## config.mk

```make
export PLATFORM = sky130hd
export DESIGN_NAME = wake_interrupt_dispatch
export DESIGN_NICKNAME = d
export VERILOG_FILES = /design/src/wake_dispatch_pkg.sv /design/src/wake_interrupt_dispatch.sv /design/src/ext_pin_edge.sv
export SDC_FILE = /design/constraint.sdc
export NUM_CORES = 1
export LEC_CHECK = 0
export BUFFER_PORTS_ARGS = -buffer_cell sky130_fd_sc_hd__buf_2
export CAP_MARGIN = 20
export CORE_ASPECT_RATIO = 0.75
export CORE_MARGIN = 1.5
export CORE_UTILIZATION = 53
export DETAILED_ROUTE_END_ITERATION = 16
export PLACE_DENSITY = 0.91
export RECOVER_POWER = 25
export REMOVE_ABC_BUFFERS = 1
export SLEW_MARGIN = 0
export SYNTH_ARGS = -nofsm -noshare
export SYNTH_HDL_FRONTEND = slang
export SYNTH_SLANG_ARGS = --single-unit
export TNS_END_PERCENT = 20
```

## constraint.sdc

```tcl
create_clock -name ref_clk_in -period 1.8 [get_ports ref_clk_in]
set_input_delay 0.18 -clock ref_clk_in [delete_from_list [all_inputs] [get_ports ref_clk_in]]
set_output_delay 0.18 -clock ref_clk_in [all_outputs]
set_load 0.05 [all_outputs]
```

## src/wake_dispatch_pkg.sv

```systemverilog
package wake_dispatch_pkg;

  // ************************************************************
  // source counts and source bit positions
  // ************************************************************
  localparam int NUM_PWM = 3;
  localparam int NUM_AUX = 3;
  localparam int SRC_PT = 0;
  localparam int SRC_PWM_P = 1;
  localparam int SRC_PWM_D = SRC_PWM_P + NUM_PWM;
  localparam int SRC_AUX = SRC_PWM_D + NUM_PWM;
  localparam int SRC_EXT = SRC_AUX + NUM_AUX;

  // ************************************************************
  // register offsets
  // ************************************************************
  localparam logic [7:0] OFS_CFG = 8'h00;
  localparam logic [7:0] OFS_EXT = 8'h04;
  localparam logic [7:0] OFS_STATUS = 8'h08;
  localparam logic [7:0] OFS_CLEAR = 8'h0C;
  localparam logic [7:0] OFS_IRQ_EN = 8'h10;
  localparam logic [7:0] OFS_STATE = 8'h14;
  localparam logic [7:0] OFS_WAKE_SRC = 8'h18;

  // ************************************************************
  // field positions
  // ************************************************************
  localparam int CFG_PT_IE = 0;
  localparam int CFG_PT_CNT = 1;
  localparam int CFG_PWM_P = 2;
  localparam int CFG_PWM_D = CFG_PWM_P + NUM_PWM;
  localparam int CFG_AUX_IE = CFG_PWM_D + NUM_PWM;
  localparam int CFG_AUX_CNT = CFG_AUX_IE + NUM_AUX;
  localparam int EXT_WK_POS = 0;
  localparam int EXT_IE_POS = 16;
  localparam int STATE_MODE = 0;
  localparam int STATE_GIE = 2;
  localparam int STATE_SAVED = 3;
  localparam int STATE_WDL = 4;
  localparam int STATE_STOP = 5;

  // ************************************************************
  // reset values and modes
  // ************************************************************
  localparam logic [31:0] WORD_ZERO = 32'h0000_0000;

  typedef enum logic [1:0] {
    MODE_SLEEP,
    MODE_IDLE,
    MODE_GREEN,
    MODE_NORMAL
  } power_mode_t;

endpackage : wake_dispatch_pkg

```

## src/wake_interrupt_dispatch.sv

```systemverilog
// The implementer's own choices: the register offsets and the APB slave port.
`timescale 1ns/100ps
// Overview of operation
// [RULE1] timer-use overflow: idle wake, run interrupt
// [RULE2] counter-use overflow: sleep/idle wake, run interrupt
// [RULE3] primary enable off: overflow does nothing
// [RULE4] pwm period match: idle wake, no sleep
// [RULE5] pwm period enable off: no effect
// [RULE6] pwm duty match behaves like period
// [RULE7] aux timer-use: idle wake, run interrupt
// [RULE8] aux counter-use: sleep/idle wake, interrupt
// [RULE9] pin enables both off: nothing
// [RULE10] pin irq only: interrupt, no wake
// [RULE11] pin wake only: wake, next instruction
// [RULE12] pin both: wake and interrupt
// [RULE13] global off resumes, global on vectors
// [RULE14] sleep stops oscillator and timers
// [RULE15] watchdog at sleep blocks all wakes
// [RULE16] wake uses global state saved at sleep
module wake_interrupt_dispatch
  import wake_dispatch_pkg::*;
#(
  parameter int NUM_EXT = 2
) (
  input logic ref_clk_in,
  input logic rst_b_in,
  input logic psel_in,
  input logic penable_in,
  input logic pwrite_in,
  input logic [7:0] paddr_in,
  input logic [31:0] pwdata_in,
  output logic [31:0] prdata_out,
  output logic pready_out,
  output logic pslverr_out,
  input power_mode_t power_mode_in,
  input logic sleep_instruction_in,
  input logic global_irq_on_in,
  input logic global_irq_off_in,
  input logic watchdog_en_in,
  input logic primary_timer_ovf_in,
  input logic [NUM_PWM-1:0] pwm_period_match_in,
  input logic [NUM_PWM-1:0] pwm_duty_match_in,
  input logic [NUM_AUX-1:0] aux_timer_evt_in,
  input logic [NUM_EXT-1:0] ext_pin_in,
  output logic wake_out,
  output logic vector_out,
  output logic next_instr_out,
  output logic clock_stop_out,
  output logic irq_out
);

  localparam int NSRC = SRC_EXT + NUM_EXT;

  logic primary_timer_irq_en;
  logic primary_timer_cnt;
  logic [NUM_PWM-1:0] pwm_period_irq_en;
  logic [NUM_PWM-1:0] pwm_duty_irq_en;
  logic [NUM_AUX-1:0] aux_timer_irq_en;
  logic [NUM_AUX-1:0] aux_timer_cnt;
  logic [NUM_EXT-1:0] ext_pin_wake_en;
  logic [NUM_EXT-1:0] ext_pin_irq_en;
  logic [NSRC-1:0] status;
  logic [NSRC-1:0] irq_en;
  logic [NSRC-1:0] wake_src;
  logic gie;
  logic saved_gie;
  logic wd_lock;
  logic [NUM_EXT-1:0] ext_ev;
  logic [NSRC-1:0] ev;
  logic [NSRC-1:0] ie_vec;
  logic [NSRC-1:0] sleep_wk;
  logic [NSRC-1:0] idle_wk;
  logic [NSRC-1:0] wk_sel;
  logic [NSRC-1:0] irq_sel;
  logic [NSRC-1:0] hit_wake;
  logic [NSRC-1:0] hit_irq;
  logic [NSRC-1:0] clr_mask;
  logic any_wake;
  logic any_irq;
  logic vec_wake;
  logic acc;
  logic wr_acc;
  logic [31:0] rdata;
  logic mapped;

  // ************************************************************
  // external pin change events
  // ************************************************************
  ext_pin_edge #(
    .WIDTH(NUM_EXT)
  ) u_ext_edge (
    .ref_clk_in(ref_clk_in),
    .rst_b_in(rst_b_in),
    .pin_in(ext_pin_in),
    .change_out(ext_ev)
  );

  // ************************************************************
  // per source enables by mode
  // ************************************************************
  assign ev = {ext_ev, aux_timer_evt_in, pwm_duty_match_in,
               pwm_period_match_in, primary_timer_ovf_in};
  assign ie_vec = {ext_pin_irq_en, aux_timer_irq_en, pwm_duty_irq_en,
                   pwm_period_irq_en, primary_timer_irq_en}; // RULE9 RULE10
  // sleep wake only from counter use and pin wake enables
  assign sleep_wk = {ext_pin_wake_en, aux_timer_irq_en & aux_timer_cnt,
                     {NUM_PWM{1'b0}}, {NUM_PWM{1'b0}},
                     primary_timer_irq_en & primary_timer_cnt}; // RULE2 RULE4 RULE6 RULE8 RULE11
  // idle wake from every enabled timer, pwm, and pin wake enables
  assign idle_wk = {ext_pin_wake_en, aux_timer_irq_en, pwm_duty_irq_en,
                    pwm_period_irq_en, primary_timer_irq_en}; // RULE1 RULE5 RULE7 RULE12

  always_comb begin
    wk_sel = '0;
    irq_sel = '0;
    case (power_mode_in)
      MODE_SLEEP: begin
        wk_sel = sleep_wk & {NSRC{~wd_lock}}; // RULE15
      end
      MODE_IDLE: begin
        wk_sel = idle_wk & {NSRC{~wd_lock}}; // RULE15
      end
      MODE_GREEN, MODE_NORMAL: begin
        irq_sel = ie_vec; // RULE3
      end
      default: begin
        wk_sel = '0;
        irq_sel = '0;
      end
    endcase
  end

  assign hit_wake = ev & wk_sel;
  assign hit_irq = ev & irq_sel;
  assign any_wake = |hit_wake;
  assign any_irq = |hit_irq;
  // wake with irq enable vectors only if global was on at sleep
  assign vec_wake = saved_gie & (|(hit_wake & ie_vec)); // RULE16 RULE11 RULE12

  // ************************************************************
  // program flow outcome to the core
  // ************************************************************
  always_ff @(posedge ref_clk_in) begin
    if (!rst_b_in) begin
      wake_out <= 1'b0;
      vector_out <= 1'b0;
      next_instr_out <= 1'b0;
    end else begin
      wake_out <= any_wake;
      if (any_wake) begin
        vector_out <= vec_wake; // RULE13
        next_instr_out <= ~vec_wake; // RULE13
      end else begin
        vector_out <= any_irq & gie; // RULE13
        next_instr_out <= any_irq & ~gie; // RULE13
      end
    end
  end

  always_ff @(posedge ref_clk_in) begin
    if (!rst_b_in) begin
      clock_stop_out <= 1'b0;
    end else begin
      clock_stop_out <= (power_mode_in == MODE_SLEEP); // RULE14
    end
  end

  // ************************************************************
  // global interrupt state and sleep capture
  // ************************************************************
  always_ff @(posedge ref_clk_in) begin
    if (!rst_b_in) begin
      gie <= 1'b0;
    end else if (global_irq_on_in) begin
      gie <= 1'b1;
    end else if (global_irq_off_in) begin
      gie <= 1'b0;
    end
  end

  always_ff @(posedge ref_clk_in) begin
    if (!rst_b_in) begin
      saved_gie <= 1'b0;
    end else if (sleep_instruction_in) begin
      saved_gie <= gie; // RULE16
    end
  end

  always_ff @(posedge ref_clk_in) begin
    if (!rst_b_in) begin
      wd_lock <= 1'b0;
    end else if (sleep_instruction_in) begin
      wd_lock <= watchdog_en_in; // RULE15
    end else if (power_mode_in == MODE_GREEN || power_mode_in == MODE_NORMAL) begin
      wd_lock <= 1'b0;
    end
  end

  always_ff @(posedge ref_clk_in) begin
    if (!rst_b_in) begin
      wake_src <= '0;
    end else if (any_wake) begin
      wake_src <= hit_wake;
    end
  end

  // ************************************************************
  // sticky status and interrupt line
  // ************************************************************
  assign clr_mask = (wr_acc && paddr_in == OFS_CLEAR) ? pwdata_in[NSRC-1:0] : '0;

  always_ff @(posedge ref_clk_in) begin
    if (!rst_b_in) begin
      status <= '0;
    end else begin
      status <= (status & ~clr_mask) | hit_wake | hit_irq;
    end
  end

  always_ff @(posedge ref_clk_in) begin
    if (!rst_b_in) begin
      irq_out <= 1'b0;
    end else begin
      irq_out <= |(status & irq_en);
    end
  end

  // ************************************************************
  // apb slave
  // ************************************************************
  assign acc = psel_in & penable_in & pready_out;
  assign wr_acc = acc & pwrite_in;

  always_comb begin
    rdata = WORD_ZERO;
    mapped = 1'b1;
    case (paddr_in)
      OFS_CFG: begin
        rdata[CFG_PT_IE] = primary_timer_irq_en;
        rdata[CFG_PT_CNT] = primary_timer_cnt;
        rdata[CFG_PWM_P +: NUM_PWM] = pwm_period_irq_en;
        rdata[CFG_PWM_D +: NUM_PWM] = pwm_duty_irq_en;
        rdata[CFG_AUX_IE +: NUM_AUX] = aux_timer_irq_en;
        rdata[CFG_AUX_CNT +: NUM_AUX] = aux_timer_cnt;
      end
      OFS_EXT: begin
        rdata[EXT_WK_POS +: NUM_EXT] = ext_pin_wake_en;
        rdata[EXT_IE_POS +: NUM_EXT] = ext_pin_irq_en;
      end
      OFS_STATUS: begin
        rdata[NSRC-1:0] = status;
      end
      OFS_CLEAR: begin
        rdata = WORD_ZERO;
      end
      OFS_IRQ_EN: begin
        rdata[NSRC-1:0] = irq_en;
      end
      OFS_STATE: begin
        rdata[STATE_MODE +: 2] = power_mode_in;
        rdata[STATE_GIE] = gie;
        rdata[STATE_SAVED] = saved_gie;
        rdata[STATE_WDL] = wd_lock;
        rdata[STATE_STOP] = clock_stop_out;
      end
      OFS_WAKE_SRC: begin
        rdata[NSRC-1:0] = wake_src;
      end
      default: begin
        mapped = 1'b0;
      end
    endcase
  end

  always_ff @(posedge ref_clk_in) begin
    if (!rst_b_in) begin
      pready_out <= 1'b0;
      pslverr_out <= 1'b0;
      prdata_out <= WORD_ZERO;
    end else begin
      pready_out <= psel_in & penable_in & ~pready_out;
      pslverr_out <= psel_in & penable_in & ~pready_out & ~mapped;
      if (psel_in && penable_in && !pready_out) begin
        prdata_out <= pwrite_in ? WORD_ZERO : rdata;
      end
    end
  end

  always_ff @(posedge ref_clk_in) begin
    if (!rst_b_in) begin
      primary_timer_irq_en <= 1'b0;
      primary_timer_cnt <= 1'b0;
      pwm_period_irq_en <= '0;
      pwm_duty_irq_en <= '0;
      aux_timer_irq_en <= '0;
      aux_timer_cnt <= '0;
    end else if (wr_acc && paddr_in == OFS_CFG) begin
      primary_timer_irq_en <= pwdata_in[CFG_PT_IE];
      primary_timer_cnt <= pwdata_in[CFG_PT_CNT];
      pwm_period_irq_en <= pwdata_in[CFG_PWM_P +: NUM_PWM];
      pwm_duty_irq_en <= pwdata_in[CFG_PWM_D +: NUM_PWM];
      aux_timer_irq_en <= pwdata_in[CFG_AUX_IE +: NUM_AUX];
      aux_timer_cnt <= pwdata_in[CFG_AUX_CNT +: NUM_AUX];
    end
  end

  always_ff @(posedge ref_clk_in) begin
    if (!rst_b_in) begin
      ext_pin_wake_en <= '0;
      ext_pin_irq_en <= '0;
    end else if (wr_acc && paddr_in == OFS_EXT) begin
      ext_pin_wake_en <= pwdata_in[EXT_WK_POS +: NUM_EXT];
      ext_pin_irq_en <= pwdata_in[EXT_IE_POS +: NUM_EXT];
    end
  end

  always_ff @(posedge ref_clk_in) begin
    if (!rst_b_in) begin
      irq_en <= '0;
    end else if (wr_acc && paddr_in == OFS_IRQ_EN) begin
      irq_en <= pwdata_in[NSRC-1:0];
    end
  end

  // ************************************************************
  // checks
  // ************************************************************
  localparam logic [NSRC-1:0] PT_ONLY = NSRC'(1) << SRC_PT;
  localparam logic [NSRC-1:0] PWMP_ONLY = NSRC'(1) << SRC_PWM_P;
  localparam logic [NSRC-1:0] PWMD_ONLY = NSRC'(1) << SRC_PWM_D;
  localparam logic [NSRC-1:0] AUX_ONLY = NSRC'(1) << SRC_AUX;
  localparam logic [NSRC-1:0] EXT_ONLY = NSRC'(1) << SRC_EXT;
endmodule : wake_interrupt_dispatch

```

## src/ext_pin_edge.sv

```systemverilog
`timescale 1ns/100ps
module ext_pin_edge #(
  parameter int WIDTH = 2
) (
  input logic ref_clk_in,
  input logic rst_b_in,
  input logic [WIDTH-1:0] pin_in,
  output logic [WIDTH-1:0] change_out
);

  // ************************************************************
  // per pin synchroniser and change detect
  // ************************************************************
  genvar i;
  generate
    for (i = 0; i < WIDTH; i++) begin : g_pin
      logic sync1;
      logic sync2;
      logic last;
      always_ff @(posedge ref_clk_in) begin
        if (!rst_b_in) begin
          sync1 <= 1'b0;
          sync2 <= 1'b0;
          last <= 1'b0;
          change_out[i] <= 1'b0;
        end else begin
          sync1 <= pin_in[i];
          sync2 <= sync1;
          last <= sync2;
          change_out[i] <= sync2 ^ last;
        end
      end
    end
  endgenerate

endmodule : ext_pin_edge

```

==> metrics.cfg <==
[power]
powerDensity_mw_per_mm2 = 828
leakage_uw = 0.00175
power.total_uw = 3850
ir_drop_mv = 0.680

[clocking]
cts_buffers = 9
clock-sinks = 88
htree_num_levels = 3
path_clk_slew_ps = 100
clock_latency_ps = 380
cts_tree = built
cts-root-buf = clkbuf_8
cts_buffer_depth = 2

[die]
ios = 102
start_util_pct = 56.0
core_area_sq_mm = 0.00696
die_y_um = 77.3
dieArea_sq_mm = 0.00789
rows = 26
die_width_um = 102

[grt]
grt_first_pass_wirelength_um = 17400
grt_pass1_vias = 3485
grt_start_max_net_pins = 42
overflow = 0
grt_util_all_layers_pct = 29.3
antenna_found_initial = 0

[timing]
holdWs_ps = 11.4
fmaxAchievable_ghz = 0.555
setup_violations = 1
period_minus_slack_ps = 1800
setup_ws_ps = -2.09
fin_skew_ps = 15.9
maxSlewViolCount = 0
rsz0062_at_grt = true
final_hold_viol_count = 0
setup_tns_ps = -2.09
slew_headroom_pct = 41.6
fin_crit_sh_pct = 100
worst_slew_pin_slew_ps = 876

[final_layout]
drive_gt1_share_pct = 22.2
fin_cells = 643
fin_nets = 603
antenna_cells = 0
fill_cells = 602
syn2layout_area_growth_pct = 19.1

[synth]
yosysUniqueCellTypes = 47
synthFlopType = dfxtp_1
synthAdderAreaFrac_pct = 0
yosysWarnings = 0
synthArstFlopShare_pct = 0
ys_ff_latch = 88
yosys.area.top_type = dfxtp_1
synth_compound_area_share_pct = 23.1
syn_inst = 460
synth_edf_count = 0
synthMuxAreaShare_pct = 0.257
avgSynthCellArea_sq_um = 8.48
yosysSeqAreaShare_pct = 45.2
syn_area_sq_mm = 0.00390
yosys-top-cells-area = dfxtp_1 45%, nand2_1 8.4%, a21oi_1 6.7%
synth.top_cell.area_share_pct = 45.2
synth_xor_xnor_area_share_pct = 0.449
synthSimpleGateAreaFrac_pct = 23.9
synth_top_family_by_area = simple AND/OR/NAND/NOR gates

[place]
place_congestion = 0.984
hpwl_um = 8330
io_buffer_count = 69
dp.cells = 626

[outcome]
violations = setup timing
status = complete, but fails checks

[routing]
ant_nets = 0
routedWlPerCell_um = 17.9
routed_wl_um = 11500
drc = 0
vias_per_cell = 6.04
dr.pass1.iters = 6
vias = 3881
drtIter0Drc = 418

[setup_path]
worstPathRequired_ps = 2080
endpoint_kind = flip-flop
critPathMaxFanout = 5
crit_arrival_ps = 2080
startpoint_type = flip-flop
path_class = flip-flop to flip-flop

[min_path]
hp-class = input pin to flip-flop

[job]
maxCapViolCount = 0

[cells in the mapped netlist, types with 2 or more instances]
master     n
a222oi_1   6
clkbuf_1  12
nor3_1     5
nor2_1    32
o32ai_2    3
buf_1      3
a31oi_1   14
a21oi_1   52
a21oi_2    3
a22o_1    21
dfxtp_1   88
a32oi_1    6
nand2_1   87
buf_6      2
inv_1      3
nand3_2    3
nand4_1    6
buf_2      8
a221oi_1   3
a22oi_1   13
nor4_4     2
and2_1    11
nand3_1   24
o21ai_1    6
buf_4     19
xnor2_1    2
and3_1     6
[power breakdown]
group / internal, uW / switching [uW]
Combinational: 73.8 / 213
Clock: 837 / 755
Sequential: 1960 / 11.2
Total: 2870 / 980
[layer usage]
layer	wire length, um	global-route usage (%)
met2	5100	43.0
met1	4570	39.4
met4	302	11.2
met5	0	0
met3	1560	10.4
[metrics by stage]
stage	util (%)	worst slack, ps	instance area, sq um
after floorplan	-	-277	3690
after global placement	63.2	119	4400
after detailed placement	63.2	65.2	4400
after CTS	66.5	54.0	4630
after global routing	66.7	-62.5	4650
final	66.7	-2.09	4650
[final timing paths]
check | depth (start not counted) | start | to | slack, ps
worst max-delay path | 5 | aux_timer_irq_en[1] | vector_out | -2
worst min-delay path | 2 | ext_pin_in[0] | u_ext_edge.g_pin[0].sync1 | 10
worst max register to register | 5 | aux_timer_irq_en[1] | vector_out | -2
worst min register to register | 1 | u_ext_edge.g_pin[0].sync1 | u_ext_edge.g_pin[0].sync2 | 450
[state kept, by name (all words and copies together) (netlist names), 3 cells and up]
name               flops
aux_timer_cnt          3
aux_timer_irq_en       3
irq_en                12
prdata_out            16
pwm_duty_irq_en        3
pwm_period_irq_en      3
status                12
wake_src              12
[area by class of cell]
type	instances	area (sq um)	area share (%)
inverters	3	11.3	0.242
multi-input cells	340	1940	41.8
repair buffers	98	573	12.3
flip-flops and latches	88	1760	37.9
well taps	98	123	2.64
clock inverters	6	95.1	2.05
clock buffers	10	138	2.96
[kinds of logic (layout without fill, tap and decap cells)]
group / count (synthesis) / after routing
simple gates: 190 / 190
other cells: 1 / 16
compound gates: 131 / 131
flops: 88 / 88
mux: 1 / 1
xor+xnor: 2 / 2
buf+inv: 47 / 117
[critical path, stage by stage (launching register included)]
cell,delay [ps]
dfxtp_1,390
a222oi_1,540
nand4_1,170
o21ai_0,340
nor2_1,80
o21a_1,170
[cell usage in the layout, fill, tap and decap left out, drive strengths merged]
cell	count
a21boi	1
a21oi	55
a221oi	3
a222oi	6
a22o	21
a22oi	13
a31oi	14
a32oi	6
and2	11
and2b	1
and3	6
and4	1
buf	84
bufinv	2
clkbuf	24
clkinv	1
conb	16
dfxtp	88
inv	6
mux2i	1
nand2	87
nand2b	1
nand3	27
nand4	6
nand4bb	1
nor2	32
nor2b	1
nor3	6
nor3b	1
nor4	3
nor4b	2
nor4bb	1
o21a	1
o21ai	7
o31a	1
o32ai	3
or2	2
or3b	1
xnor2	2
[repair_timing]
action                     CTS  global route
setup endpoints to repair    0             2
buffers inserted             0             1
resized for setup            0             6
hold buffers                 0             0
(Power assumes the default switching activity.)
